### src/rtl/hsr_defines.vh
// register map, field positions, widths and reset values of the stop-response block
//
// Notes on behaviour
// - one setting selects disabled or enabled response
// - unconfigured setting means disabled response
// - disabled: host stop forces stop, io passive
// - enabled: host stop keeps run, io active
// - disabled: leave stop only on run command
// - parameters used only while run bit set
// - after program load stay stopped until run
// - status word reports current operating state
`ifndef HSR_DEFINES_VH
`define HSR_DEFINES_VH

`define HSR_ADDR_W         4
`define HSR_DATA_W         32

`define HSR_OFF_CTRL       4'h0
`define HSR_OFF_CFG        4'h1
`define HSR_OFF_PARAM      4'h2
`define HSR_OFF_STATUS     4'h3
`define HSR_OFF_IRQ_STAT   4'h4
`define HSR_OFF_IRQ_MASK   4'h5

// control word bits
`define HSR_CTRL_RUN       0
// configuration bits
`define HSR_CFG_ENABLED    0
`define HSR_CFG_RESET      1'h0

// status word bits
`define HSR_ST_RUN         0
`define HSR_ST_STOP        1
`define HSR_ST_IO_ACTIVE   2
`define HSR_ST_LOADED      3
`define HSR_ST_HOST_STOP   4

// interrupt events
`define HSR_IRQ_W          3
`define HSR_EV_TO_STOP     0
`define HSR_EV_TO_RUN      1
`define HSR_EV_HOST_STOP   2

`define HSR_PARAM_W        16
`define HSR_PARAM_RESET    16'h0000

`endif

### src/rtl/hsr_top.v
// operating-state logic: reaction to host stop, run command, lamps and status
//
// The register offsets and strobed register access are this design's own decisions.
`timescale 1ns/1ps
`include "hsr_defines.vh"
module hsr_top #(
    parameter AW = `HSR_ADDR_W,
    parameter DW = `HSR_DATA_W,
    parameter PW = `HSR_PARAM_W
) (
    // clock and reset
    input  wire          i_clk,
    input  wire          i_rst_n,
    // register port
    input  wire [AW-1:0] i_addr,
    input  wire [DW-1:0] i_wdata,
    input  wire          i_wr,
    input  wire          i_rd,
    output reg  [DW-1:0] o_rdata,
    // host and loader pins
    input  wire          i_host_stop,
    input  wire          i_prog_loaded,
    // process side
    output reg           o_io_active,
    output reg  [PW-1:0] o_param,
    output reg           o_param_valid,
    // lamps and interrupt
    output reg           o_run_lamp,
    output reg           o_stop_lamp,
    output reg           o_irq
);
    // one-hot operating states
    localparam [2:0] ST_UNLOADED = 3'h1;
    localparam [2:0] ST_STOP     = 3'h2;
    localparam [2:0] ST_RUN      = 3'h4;

    function is_addr;
        input [AW-1:0] a;
        input [AW-1:0] off;
        begin
            is_addr = (a == off);
        end
    endfunction

    function is_run;
        input [2:0] s;
        begin
            is_run = (s == ST_RUN);
        end
    endfunction

    wire host_stop_s;
    wire loaded_s;
    wire host_stop_rise;
    wire host_stop_fall;

    hsr_sync #(
        .W (2)
    ) u_sync (
        .i_clk   (i_clk),
        .i_rst_n (i_rst_n),
        .i_d     ({i_prog_loaded, i_host_stop}),
        .o_q     ({loaded_s, host_stop_s})
    );

    hsr_edge u_edge (
        .i_clk   (i_clk),
        .i_rst_n (i_rst_n),
        .i_lvl   (host_stop_s),
        .o_rise  (host_stop_rise),
        .o_fall  (host_stop_fall)
    );

    reg  [2:0]          state_reg;
    reg  [2:0]          state_next;
    reg                 run_bit_reg;
    reg                 cfg_en_reg;
    reg  [PW-1:0]       param_reg;
    reg  [`HSR_IRQ_W-1:0] irq_stat_reg;
    reg  [`HSR_IRQ_W-1:0] irq_mask_reg;
    reg  [`HSR_IRQ_W-1:0] irq_ev;
    reg                 loaded_prev_reg;

    wire wr_ctrl   = i_wr & is_addr(i_addr, `HSR_OFF_CTRL);
    wire wr_cfg    = i_wr & is_addr(i_addr, `HSR_OFF_CFG);
    wire wr_param  = i_wr & is_addr(i_addr, `HSR_OFF_PARAM);
    wire wr_mask   = i_wr & is_addr(i_addr, `HSR_OFF_IRQ_MASK);
    wire rd_irq    = i_rd & is_addr(i_addr, `HSR_OFF_IRQ_STAT);
    // a fresh run command is a write of the control word with the run bit set
    wire run_cmd   = wr_ctrl & i_wdata[`HSR_CTRL_RUN];
    wire load_done = loaded_s & ~loaded_prev_reg;

    // next operating state
    always @* begin
        state_next = state_reg;
        case (state_reg)
            ST_UNLOADED: begin
                if (load_done) begin
                    state_next = ST_STOP;
                end
            end
            ST_STOP: begin
                // host in stop blocks a restart; the run command must come after the host runs
                if (run_cmd && !host_stop_s) begin
                    state_next = ST_RUN;
                end
            end
            ST_RUN: begin
                // enabled response keeps run through host stop
                if (host_stop_rise && !cfg_en_reg) begin
                    state_next = ST_STOP;
                end else if (wr_ctrl && !i_wdata[`HSR_CTRL_RUN]) begin
                    state_next = ST_STOP;
                end
            end
            default: begin
                state_next = ST_UNLOADED;
            end
        endcase
        if (!loaded_s) begin
            state_next = ST_UNLOADED;
        end
    end

    // events for the sticky status
    always @* begin
        irq_ev = {`HSR_IRQ_W{1'b0}};
        irq_ev[`HSR_EV_TO_STOP]   = (state_next == ST_STOP) && (state_reg != ST_STOP);
        irq_ev[`HSR_EV_TO_RUN]    = (state_next == ST_RUN) && (state_reg != ST_RUN);
        irq_ev[`HSR_EV_HOST_STOP] = host_stop_rise;
    end

    // next values of the software-visible settings and sticky bits
    reg                   run_bit_next;
    reg                   cfg_en_next;
    reg  [PW-1:0]         param_next;
    reg  [`HSR_IRQ_W-1:0] irq_mask_next;
    wire [`HSR_IRQ_W-1:0] irq_stat_next;
    reg  [DW-1:0]         status_word;
    reg  [DW-1:0]         rdata_next;
    wire                  run_next;
    wire                  param_go_next;

    // outputs follow the next state so lamps and io move with the state register
    assign run_next      = is_run(state_next);
    assign param_go_next = run_next && run_bit_reg;

    // run bit: a write wins over the clear at host restart
    always @* begin
        run_bit_next = run_bit_reg;
        if (wr_ctrl) begin
            run_bit_next = i_wdata[`HSR_CTRL_RUN];
        end else if (host_stop_fall) begin
            // the host output image is cleared on its restart, so the run bit is too
            run_bit_next = 1'b0;
        end
    end

    always @(posedge i_clk) begin
        if (!i_rst_n) begin
            run_bit_reg <= 1'b0;
        end else begin
            run_bit_reg <= run_bit_next;
        end
    end

    always @* begin
        cfg_en_next = cfg_en_reg;
        if (wr_cfg) begin
            cfg_en_next = i_wdata[`HSR_CFG_ENABLED];
        end
    end

    always @(posedge i_clk) begin
        if (!i_rst_n) begin
            cfg_en_reg <= `HSR_CFG_RESET;
        end else begin
            cfg_en_reg <= cfg_en_next;
        end
    end

    always @* begin
        param_next = param_reg;
        if (wr_param) begin
            param_next = i_wdata[PW-1:0];
        end else if (host_stop_fall) begin
            param_next = `HSR_PARAM_RESET;
        end
    end

    always @(posedge i_clk) begin
        if (!i_rst_n) begin
            param_reg <= `HSR_PARAM_RESET;
        end else begin
            param_reg <= param_next;
        end
    end

    always @* begin
        irq_mask_next = irq_mask_reg;
        if (wr_mask) begin
            irq_mask_next = i_wdata[`HSR_IRQ_W-1:0];
        end
    end

    always @(posedge i_clk) begin
        if (!i_rst_n) begin
            irq_mask_reg <= {`HSR_IRQ_W{1'b0}};
        end else begin
            irq_mask_reg <= irq_mask_next;
        end
    end

    // sticky bits: an event in the cycle of the clearing read is kept, not lost
    genvar gi;
    generate
        for (gi = 0; gi < `HSR_IRQ_W; gi = gi + 1) begin : g_sticky
            assign irq_stat_next[gi] = irq_ev[gi] | (irq_stat_reg[gi] & ~rd_irq);
        end
    endgenerate

    always @(posedge i_clk) begin
        if (!i_rst_n) begin
            irq_stat_reg <= {`HSR_IRQ_W{1'b0}};
        end else begin
            irq_stat_reg <= irq_stat_next;
        end
    end

    always @(posedge i_clk) begin
        if (!i_rst_n) begin
            state_reg       <= ST_UNLOADED;
            loaded_prev_reg <= 1'b0;
        end else begin
            state_reg       <= state_next;
            loaded_prev_reg <= loaded_s;
        end
    end

    // status word as the host program sees it
    always @* begin
        status_word                    = {DW{1'b0}};
        status_word[`HSR_ST_RUN]       = is_run(state_reg);
        status_word[`HSR_ST_STOP]      = !is_run(state_reg);
        status_word[`HSR_ST_IO_ACTIVE] = is_run(state_reg);
        status_word[`HSR_ST_LOADED]    = (state_reg != ST_UNLOADED);
        status_word[`HSR_ST_HOST_STOP] = host_stop_s;
    end

    // read data; idle cycles and unmapped words read as zero
    always @* begin
        rdata_next = {DW{1'b0}};
        if (i_rd) begin
            case (1'b1)
                is_addr(i_addr, `HSR_OFF_CTRL): begin
                    rdata_next[`HSR_CTRL_RUN] = run_bit_reg;
                end
                is_addr(i_addr, `HSR_OFF_CFG): begin
                    rdata_next[`HSR_CFG_ENABLED] = cfg_en_reg;
                end
                is_addr(i_addr, `HSR_OFF_PARAM): begin
                    rdata_next[PW-1:0] = param_reg;
                end
                is_addr(i_addr, `HSR_OFF_STATUS): begin
                    rdata_next = status_word;
                end
                is_addr(i_addr, `HSR_OFF_IRQ_STAT): begin
                    rdata_next[`HSR_IRQ_W-1:0] = irq_stat_reg;
                end
                is_addr(i_addr, `HSR_OFF_IRQ_MASK): begin
                    rdata_next[`HSR_IRQ_W-1:0] = irq_mask_reg;
                end
                default: begin
                    rdata_next = {DW{1'b0}};
                end
            endcase
        end
    end

    // registered outputs
    always @(posedge i_clk) begin
        if (!i_rst_n) begin
            o_rdata       <= {DW{1'b0}};
            o_io_active   <= 1'b0;
            o_param       <= {PW{1'b0}};
            o_param_valid <= 1'b0;
            o_run_lamp    <= 1'b0;
            o_stop_lamp   <= 1'b0;
            o_irq         <= 1'b0;
        end else begin
            o_io_active   <= run_next;
            o_run_lamp    <= run_next;
            o_stop_lamp   <= ~run_next;
            // parameters only reach the process while running with the run bit set
            o_param_valid <= param_go_next;
            if (param_go_next) begin
                o_param <= param_reg;
            end
            // irq tracks the sticky value stored at this same edge
            o_irq         <= |(irq_stat_next & irq_mask_reg);
            o_rdata       <= rdata_next;
        end
    end
endmodule

### src/rtl/hsr_sync.v
// two-flop synchroniser for a level arriving from outside the clock domain
`timescale 1ns/1ps
module hsr_sync #(
    parameter W = 1
) (
    // clock and reset
    input  wire         i_clk,
    input  wire         i_rst_n,
    // level in and out
    input  wire [W-1:0] i_d,
    output reg  [W-1:0] o_q
);
    reg [W-1:0] meta_reg;

    // first stage is read only by the second
    always @(posedge i_clk) begin
        if (!i_rst_n) begin
            meta_reg <= {W{1'b0}};
            o_q      <= {W{1'b0}};
        end else begin
            meta_reg <= i_d;
            o_q      <= meta_reg;
        end
    end
endmodule

### src/rtl/hsr_edge.v
// rising and falling edge detector on an already synchronised level
`timescale 1ns/1ps
module hsr_edge (
    // clock and reset
    input  wire i_clk,
    input  wire i_rst_n,
    // level in, one-cycle pulses out
    input  wire i_lvl,
    output wire o_rise,
    output wire o_fall
);
    reg prev_reg;

    always @(posedge i_clk) begin
        if (!i_rst_n) begin
            prev_reg <= 1'b0;
        end else begin
            prev_reg <= i_lvl;
        end
    end

    assign o_rise = i_lvl & ~prev_reg;
    assign o_fall = ~i_lvl & prev_reg;
endmodule

### config.mk
export PLATFORM = sky130hd
export DESIGN_NAME = hsr_top
export DESIGN_NICKNAME = d
export VERILOG_FILES = /design/src/rtl/hsr_top.v /design/src/rtl/hsr_sync.v /design/src/rtl/hsr_edge.v
export VERILOG_INCLUDE_DIRS = /design/src /design/src/rtl
export SDC_FILE = /design/constraint.sdc
export NUM_CORES = 1
export LEC_CHECK = 0
export ABC_CLOCK_PERIOD_IN_PS = 1700
export BUFFER_PORTS_ARGS = -buffer_cell sky130_fd_sc_hd__clkbuf_2
export CORE_MARGIN = 2
export CORE_UTILIZATION = 25
export CTS_CLUSTER_SIZE = 10
export DETAILED_ROUTE_END_ITERATION = 12
export PLACE_DENSITY = 0.58
export SYNTH_ARGS = -nofsm -noshare
export SYNTH_HDL_FRONTEND = slang
export SYNTH_SLANG_ARGS = --single-unit
export TNS_END_PERCENT = 5
### constraint.sdc
create_clock -name i_clk -period 1.7 [get_ports i_clk]
set_input_delay 0.34 -clock i_clk [delete_from_list [all_inputs] [get_ports i_clk]]
set_output_delay 0.34 -clock i_clk [all_outputs]
set_load 0.01 [all_outputs]
## Word-level counts from Yosys, hierarchy flattened

Index checks and enable logic that the tools add are counted.

| word-level totals | value |
|---|---|
| bits in registers | 85 |
| output and inout port bits | 53 |
| word-level logic and storage cells | 92 |

| cells by class | value |
|---|---|
| equal/unequal tests | 13 |
| muxes and demuxes | 22 |
| bitwise gates (word level) | 23 |
| reductions and logical operators | 16 |

Operator list:

| cell | number |
|---|---|
| $mux 16 | 2 |
| $mux 3 | 5 |
| $mux 13 | 1 |
| $and 1x1->1 | 12 |
| $mux 2 | 5 |
| $pmux 3 s3 | 1 |
| $eq 4x2->1 const B | 2 |
| $eq 4x3->1 const B | 2 |
| $mux 1 | 8 |
| $not 1->1 | 7 |
| $eq 3x2->1 const B | 2 |
| $eq 3x3->1 const B | 2 |
| $logic_and 1x1->1 | 6 |
| $eq 4x1->1 const B | 1 |
| $logic_not 1->1 | 4 |
| $logic_not 4->1 | 1 |
| $reduce_bool 2->1 | 2 |
| $reduce_or 4->1 | 1 |
| $and 3x3->3 | 1 |
| $eq 3x1->1 const B | 1 |
| $ne 3x1->1 const B | 1 |
| $ne 3x2->1 const B | 1 |
| $ne 3x3->1 const B | 1 |
| $or 1x1->1 | 3 |
| other kinds (2) | 2 |

## Longest topological paths before layout

Gate-level depths: netlist of the first run.

| logic depth | value |
|---|---|
| depth after elaboration | 12 |
| depth in mapped cells | 8 |
| depth with buffers taken out | 6 |

## Modules after synthesis

A second synthesis of the first run with hierarchy kept.

| second synthesis, totals | value |
|---|---|
| cell total of the unflattened synthesis | 304 |
| area total of the unflattened synthesis | 2836.5 um^2 |

Modules (own cells, without submodules):

| module | instances | cells each | area each (um^2) | sequential area each (um^2) |
|---|---|---|---|---|
| hsr_top | 1 | 292 | 2692.6 | 1281.2 |
| hsr_sync | 1 | 8 | 105.1 | 80.1 |
| hsr_edge | 1 | 4 | 38.8 | 20.0 |

## Worst setup path after synthesis of the first run

No wires, ideal clock.

| timing | value |
|---|---|
| path type | input port to flip-flop |
| start point | in i_addr[3] |
| end point | reg o_param[10] |
| library setup time | 116 ps |
| arrival | 1639 ps |
| data required time | 1584 ps |
| path slack | -55 ps |
| stages on the path | 7 |
| path buffers | 2 |
| cell sequence | buf_6 -> or3_4 -> nor3_4 -> o221a_4 -> nand3_4 -> buf_6 -> a2bb2oi_2 |

| between the ends | value |
|---|---|
| word-level cells in the longest chain between the ends | 9 |
| elaborated cells between the ends (all ways) | 12 |
| classes of those cells | eq/ne (1); mux (5); bitwise (2); reduce/logical (4) |

RTL lines:

| item | RTL line | text |
|---|---|---|
| start, declared | hsr_top.v:15 | `input wire [AW-1:0] i_addr,` |
| $logic_not 4->1 * | hsr_top.v:41 | `is_addr = (a == off);` |
| $and 1x1->1 * | hsr_top.v:84 | `` wire wr_ctrl = i_wr & is_addr(i_addr, `HSR_OFF_CTRL); `` |
| $logic_and 1x1->1 or $and 1x1->1 (tied branches) | hsr_top.v:112, hsr_top.v:90 |  |
| $mux 3 or $logic_and 1x1->1 (tied branches) | hsr_top.v:112, hsr_top.v:104 |  |
| $mux 3 (on tied branches) | hsr_top.v:110, hsr_top.v:104 |  |
| $pmux 3 s3 * | hsr_top.v:96 | `case (state_reg)` |
| $mux 3 * | hsr_top.v:120 | `if (!loaded_s) begin` |
| $eq 3x3->1 * | hsr_top.v:48 | `is_run = (s == ST_RUN);` |
| $logic_and 1x1->1 * | hsr_top.v:146 | `assign param_go_next = run_next && run_bit_reg;` |
| end signal, assigned | hsr_top.v:285 | `o_param <= {PW{1'b0}};` |
| end signal, assigned | hsr_top.v:297 | `o_param <= param_reg;` |
| end, declared | hsr_top.v:25 | `output reg [PW-1:0] o_param,` |

Every way passes the cells marked *; elsewhere a longest branch is shown, timed or not.
A chain may end at the register's enable or synchronous reset.

## Worst setup path after layout of the first run

| timing | value |
|---|---|
| start point | reg state_reg[2], in the netlist is_run.s[2] |
| end point | reg o_irq |

| between the ends | value |
|---|---|
| word-level cells in the longest chain between the ends | 9 |
| elaborated cells between the ends (all ways) | 19 |
| classes of those cells | eq/ne (7); mux (6); bitwise (3); reduce/logical (3) |

RTL lines:

| item | RTL line | text |
|---|---|---|
| start, declared | hsr_top.v:74 | `reg [2:0] state_reg;` |
| start signal, assigned | hsr_top.v:235 | `state_reg <= state_next;` |
| $mux 3 | hsr_top.v:112 | `` end else if (wr_ctrl && !i_wdata[`HSR_CTRL_RUN]) begin `` |
| $mux 3 | hsr_top.v:110 | `if (host_stop_rise && !cfg_en_reg) begin` |
| $pmux 3 s3 | hsr_top.v:96 |  |
| $mux 3 | hsr_top.v:120 |  |
| $eq 3x2->1 or $eq 3x3->1 (tied branches) | hsr_top.v:128, hsr_top.v:129 |  |
| $logic_and 1x1->1 (on tied branches) | hsr_top.v:128, hsr_top.v:129 |  |
| $or 1x1->1 | hsr_top.v:218 | `assign irq_stat_next[gi] = irq_ev[gi] \| (irq_stat_reg[gi] & ~rd_irq);` |
| $and 3x3->3 * | hsr_top.v:300 | `o_irq <= \|(irq_stat_next & irq_mask_reg);` |
| $reduce_or 3->1 * | hsr_top.v:300 |  |
| end signal, assigned | hsr_top.v:300 |  |
| end, declared | hsr_top.v:30 | `output reg o_irq` |

Marked as above.

==> results of run 1 <==
==> power by group through the flow <==
stage / logic, mW / clock network [mW] / registers, mW
finish: 0.201 / 1.15 / 1.65
global route: 0.225 / 1.27 / 1.65
CTS: 0.201 / 1.19 / 1.65
detailed placement: 0.201 / 0 / 1.69
global placement: 0.201 / 0 / 1.69
floorplan: 0.137 / 0 / 1.68
==> worst paths after layout <==
kind | startpoint | end
setup reg to reg | is_run.s[2] | o_irq
setup / recovery | is_run.s[2] | o_irq
hold reg to reg | u_sync.meta_reg[0] | u_sync.o_q[0]
hold / removal | i_host_stop | u_sync.meta_reg[0]
==> through the flow <==
step | instance area (sq um) | util, % | worst slack [ns] | hold WS, ns
5_1_grt | 3490 | 32.2 | -0.0748 | 0.209
6_report | 3490 | 32.2 | 0.00972 | 0.208
3_5_place_dp | 3320 | 30.6 | -0.162 | 0.429
2_1_floorplan | 2830 | - | -0.0548 | 0.412
3_3_place_gp | 3320 | 30.6 | -0.133 | 0.423
4_1_cts | 3480 | 32.1 | 0.0273 | 0.187
==> repair_timing <==
action,4_1_cts,5_1_grt
setup buffers,0,0
resized for setup,0,1
endpoints found under the setup margin,0,20
==> cell usage in the layout, fill, tap and decap left out, types with 4 or more instances in the layout <==
cell,synthesis,final
conb_1,1,16
mux2i_1,7,7
a21oi_1,5,5
nand3_1,6,6
a22oi_1,17,17
buf_4,17,22
clkbuf_2,0,62
a2bb2oi_1,4,4
clkbuf_8,0,10
nand2_1,27,27
a2bb2oi_2,10,10
nand2b_1,4,4
and2_1,17,17
nor2b_1,4,4
nor2_1,32,32
dfxtp_1,69,69
inv_1,6,6
==> logic make-up (layout without fill, tap and decap cells) <==
kind of cell,count (synthesis),count (layout)
other,1,16
multiplexers,7,7
AO/OA/AOI/OAI,55,55
buffers and inverters,37,108
AND/OR/NAND/NOR,108,108
flip-flops,69,69
==> metal layers <==
| layer | GRT usage (%) | vias up |
|---|---|---|
| li1 | - | 1096 |
| met1 | 15.0 | 1060 |
| met2 | 20.6 | 48 |
| met3 | 3.79 | 4 |
| met4 | 4.70 | 0 |
| met5 | 0 | - |
==> final cells by class <==
type                       instances  area share [%]
tap                              140            5.02
clock inverter                     4           0.717
multi-input combinational        186            35.1
inverter                           7           0.753
sequential                        69            39.6
timing repair buffer              86            14.8
clock buffer                      11            4.05
==> flow_metrics.tcl, run 1 <==
set metrics [dict create \
    p_leak_nw 1.50 \
    critPathArrivalTime_ns 1.91 \
    grt_start_max_net_pins 25 \
    ctsHtreeMaxLevel 3 \
    maxUsedRoutingLayer "met4" \
    required_ns 1.92 \
    seq_power_share_pct 55.0 \
    final_cell_count_no_fill 503 \
    routedLengthMet1_um 3090 \
    seqCellArea_sq_um 1380 \
    grt_antenna_before_repair 0 \
    first_iter_violations 102 \
    whs_path_depth 2 \
    setup.worst_path.class "flip-flop to flip-flop" \
    muxShareOfSynthArea_pct 2.53 \
    path_cells "nor3b_2 > o311ai_0 > a32o_1 > and2_1 > a221o_1" \
    drt_first_pass_iters 5 \
    comb_power_share_pct 6.7 \
    synthCells 277 \
    ys_types 46 \
    switchingPower_uw 727 \
    final_nets 401 \
    syn_to_final_growth_pct 25.8 \
    drv_slew 0 \
    routed_via_density 4.39 \
    overflow 0 \
    synth_compound_area_share_pct 18.0 \
    placementRows 38 \
    p_int_mw 2.27 \
    ioPinCount 95 \
    path_buf_inv 0 \
    cts_sinks 69 \
    synthSimpleGateAreaFrac_pct 21.2 \
    yosysMostFrequentCell "dfxtp_1" \
    synth-seq-cells 69 \
    ys_async_sr_fraction_pct 0 \
    final.setup.tns_ns 0 \
    ir_drop_uv 255 \
    path_max_fanout 4 \
    dieArea_sq_um 12000 \
    synth_top_area_cell "dfxtp_1" \
    power_frac_clock_pct 38.3 \
    wl_met3_um 285 \
    r2r_cells 5 \
    fp.coreArea_sq_um 10800 \
    min_period_ns 1.69 \
    synth_edf_count 0 \
    wl_um 6980 \
    synth_fa_ha_area_share_pct 0 \
    status "finished, final reports clean" \
    synth_top_family_by_area "simple AND/OR/NAND/NOR gates" \
    cp_top_family "compound AO/OA/AOI/OAI gates" \
    vias 2208 \
    drc_errors 0 \
    grt_pass1_vias 2199 \
    dp_hpwl_um 5110 \
    start_util_pct 25.6 \
    r2r_slack_ns 0.01 \
    synthXorXnorAreaFrac_pct 0 \
    cap_violations 0 \
    swShare_pct 24.3 \
    multiInputGateArea_sq_um 1230 \
    cts_root_buffer "clkbuf_8" \
    rsz0062_at_grt "true" \
    ant_nets 0 \
    setup_viol 0 \
    place_inst 488 \
    clk_pin_slew_worst_paths_ns 0.07 \
    synthFlopType "dfxtp_1" \
    seq_area_frac_synth_pct 49.8 \
    cts_max_path_buffers 2 \
    n_fill_cell 1135 \
    slowest_stage "dfxtp_1" \
    fmax_ghz 0.592 \
    netlist_area_sq_um 2770 \
    fin_crit_sh_pct 99.4 \
    finClkSkew_ns 0.00909 \
    p_per_area_nw_per_um2 859 \
    antenna-diode-count 0 \
    grt_pass1_wl_um 11200 \
    dr_wl_met2_um 3540 \
    yosys.area.top_type_share_pct 49.8 \
    avgRoutedWirePerCell_um 13.9 \
    cts_tree "yes" \
    finalHoldViolations 0 \
    cts_buffers 9 \
    clk-insertion-delay-late_ns 0.34 \
    finalPower_mw 3.00 \
    die_y_um 109 \
    die_w_um 109 \
    yosysWarningCount 0 \
    portBuffers 62 \
    slowest_delay_ns 0.38 \
    postCtsHoldBufs 0 \
    grt.total_usage_pct 12.4 \
    syn_area_per_cell_sq_um 10.0 \
    synthTopCellsByArea "dfxtp_1 (50%), a2bb2oi_2 (5.4%), a22oi_1 (4.6%)" \
    path_depth 5 \
    hp-class "input port to flip-flop" \
    cp-end-kind "flip-flop" \
    globalplace.congestion 0.900 \
    start_kind "flip-flop" \
    synthTopCellsByCount "dfxtp_1 (69), nor2_1 (32), nand2_1 (27)" \
    layout-drive-gt1-share_pct 33.6 \
]
(Power assumes the default switching activity.)
==> run 2: changes to the inputs <==
--- a/config.mk
+++ b/config.mk
@@ -12,7 +12,7 @@
 export CORE_UTILIZATION = 25
 export CTS_CLUSTER_SIZE = 10
 export DETAILED_ROUTE_END_ITERATION = 12
-export PLACE_DENSITY = 0.58
+export PLACE_DENSITY = 0.54
 export SYNTH_ARGS = -nofsm -noshare
 export SYNTH_HDL_FRONTEND = slang
 export SYNTH_SLANG_ARGS = --single-unit
==> flow_metrics.tcl, run 2 (synthesized netlist as in run 1, its figures left out) <==
set metrics [dict create \
    status "finished, final reports clean" \
    r2r-end "o_irq" \
    fmax_ghz 0.595 \
    path_max_fanout 3 \
    placementRows 38 \
    final.setup.tns_ns 0 \
    p_int_mw 2.55 \
    fin_crit_sh_pct 98.9 \
    swShare_pct 23.8 \
    setup_viol 0 \
    whs_path_depth 2 \
    place_inst 489 \
    slowest_delay_ns 0.34 \
    slowest_stage "dfxtp_2" \
    portBuffers 62 \
    n_fill_cell 1163 \
    p_leak_nw 1.53 \
    avgRoutedWirePerCell_um 14.1 \
    ir_drop_uv 454 \
    cp-end-kind "flip-flop" \
    dp_slack_ns -0.190 \
    grt_start_max_net_pins 25 \
    postCtsHoldBufs 0 \
    dieArea_sq_um 12000 \
    path_cells "buf_4 > nor2b_1 > or2_2 > a32o_1 > and2_1 > a221o_1" \
    cap_violations 0 \
    hp-start "i_host_stop" \
    die_w_um 109 \
    wl_um 7120 \
    cp_top_family "simple AND/OR/NAND/NOR gates" \
    cts_tree "yes" \
    drc_errors 0 \
    r2r_slack_ns 0.02 \
    start_util_pct 25.6 \
    drt_first_pass_iters 4 \
    p_per_area_nw_per_um2 940 \
    antenna-diode-count 0 \
    cts_setup_buffers 0 \
    ctsHtreeMaxLevel 3 \
    setup_ws_ns 0.0182 \
    path_buf_inv 1 \
    ant_nets 0 \
    drv_slew 0 \
    critPathArrivalTime_ns 1.92 \
    vias 2263 \
    required_ns 1.94 \
    rsz0062_at_grt "true" \
    routed_via_density 4.48 \
    final_nets 402 \
    grt_antenna_before_repair 0 \
    grt_pass1_vias 2212 \
    cts_sinks 69 \
    fp.coreArea_sq_um 10800 \
    holdPathEnd "u_sync.meta_reg[0]" \
    power_frac_clock_pct 44.6 \
    r2r_start "is_run.s[2]" \
    start_kind "flip-flop" \
    placed_area_sq_um 3320 \
    finalHoldViolations 0 \
    switchingPower_uw 797 \
    cts_max_path_buffers 2 \
    grt.total_usage_pct 12.7 \
    layout-drive-gt1-share_pct 34.5 \
    cts_buffers 9 \
    r2r_cells 6 \
    seq_power_share_pct 49.3 \
    layout_commonest_cell "dfxtp_1" \
    setup.worst_path.class "flip-flop to flip-flop" \
    most-common-layout-cells "dfxtp_1 (68), clkbuf_2 (62), nor2_1 (32)" \
    crit_path_start "is_run.s[2]" \
    comb_power_share_pct 6.2 \
    first_iter_violations 59 \
    finClkSkew_ns 0.00892 \
    hp-class "input port to flip-flop" \
    cts_root_buffer "clkbuf_8" \
    min_period_ns 1.68 \
    globalplace.congestion 0.793 \
    clk-insertion-delay-late_ns 0.35 \
    overflow 0 \
    ioPinCount 95 \
    design_area_sq_um 3560 \
    clk_pin_slew_worst_paths_ns 0.08 \
    die_y_um 109 \
    grt_pass1_wl_um 11300 \
    dp_hpwl_um 5200 \
    syn_to_final_growth_pct 28.4 \
    final_cell_count_no_fill 505 \
]
==> run 2: worst max-delay path by stage <==
stage                               end  slack, ns  cells after the start
final                             o_irq       0.02                      6
after global routing              o_irq      -0.06                      6
after CTS                         o_irq      0.008                      6
after detailed placement   param_reg[6]      -0.19                      7
after global placement    param_reg[12]      -0.15                      7
after floorplan             o_param[10]      -0.05                      7
==> run 2: through the flow <==
stage	hold WS, ns	utilization, %	power (mW)
2_1_floorplan	0.412	-	1.82
3_3_place_gp	0.422	30.7	1.89
3_5_place_dp	0.423	30.7	1.89
4_1_cts	0.171	32.7	3.39
5_1_grt	0.196	32.8	3.50
6_report	0.191	32.8	3.35
==> run 2: power groups by stage <==
stage | clock (mW) | sequential, mW | combinational (mW)
after CTS | 1.54 | 1.65 | 0.207
final | 1.49 | 1.65 | 0.206
after global routing | 1.62 | 1.65 | 0.229
after floorplan | 0 | 1.68 | 0.137
after detailed placement | 0 | 1.69 | 0.206
after global placement | 0 | 1.69 | 0.206
==> run 2: repair_timing <==
item / CTS / global route
resized for setup: 0 / 3
endpoints found under the hold margin: 0 / 0
endpoints found under the setup margin: 0 / 10
==> run 2: worst reg2reg max path, delay by kind of cell, from the launching register on <==
family | cells | cell delay [ns]
and+or+nand+nor | 3 | 0.59
buffers and inverters | 1 | 0.14
AOI/OAI and AO/OA | 2 | 0.50
DFF | 1 | 0.34
==> run 2: final cells by class <==
type	instances	area (sq um)	area share [%]
inverter	7	26.3	0.738
timing repair buffer	87	523	14.7
multi-input combinational	186	1230	34.6
clock buffer	9	124	3.48
clock inverter	7	97.6	2.74
sequential	69	1380	38.8
tap	140	175	4.92
==> run 2: routing by layer <==
| metal | vias to the layer above | wire (um) | global-route usage [%] |
|---|---|---|---|
| li1 | 1103 | - | - |
| met1 | 1081 | 3150 | 15.9 |
| met2 | 65 | 3320 | 19.2 |
| met3 | 14 | 447 | 3.85 |
| met4 | 0 | 193 | 7.23 |
| met5 | - | 0 | 0 |
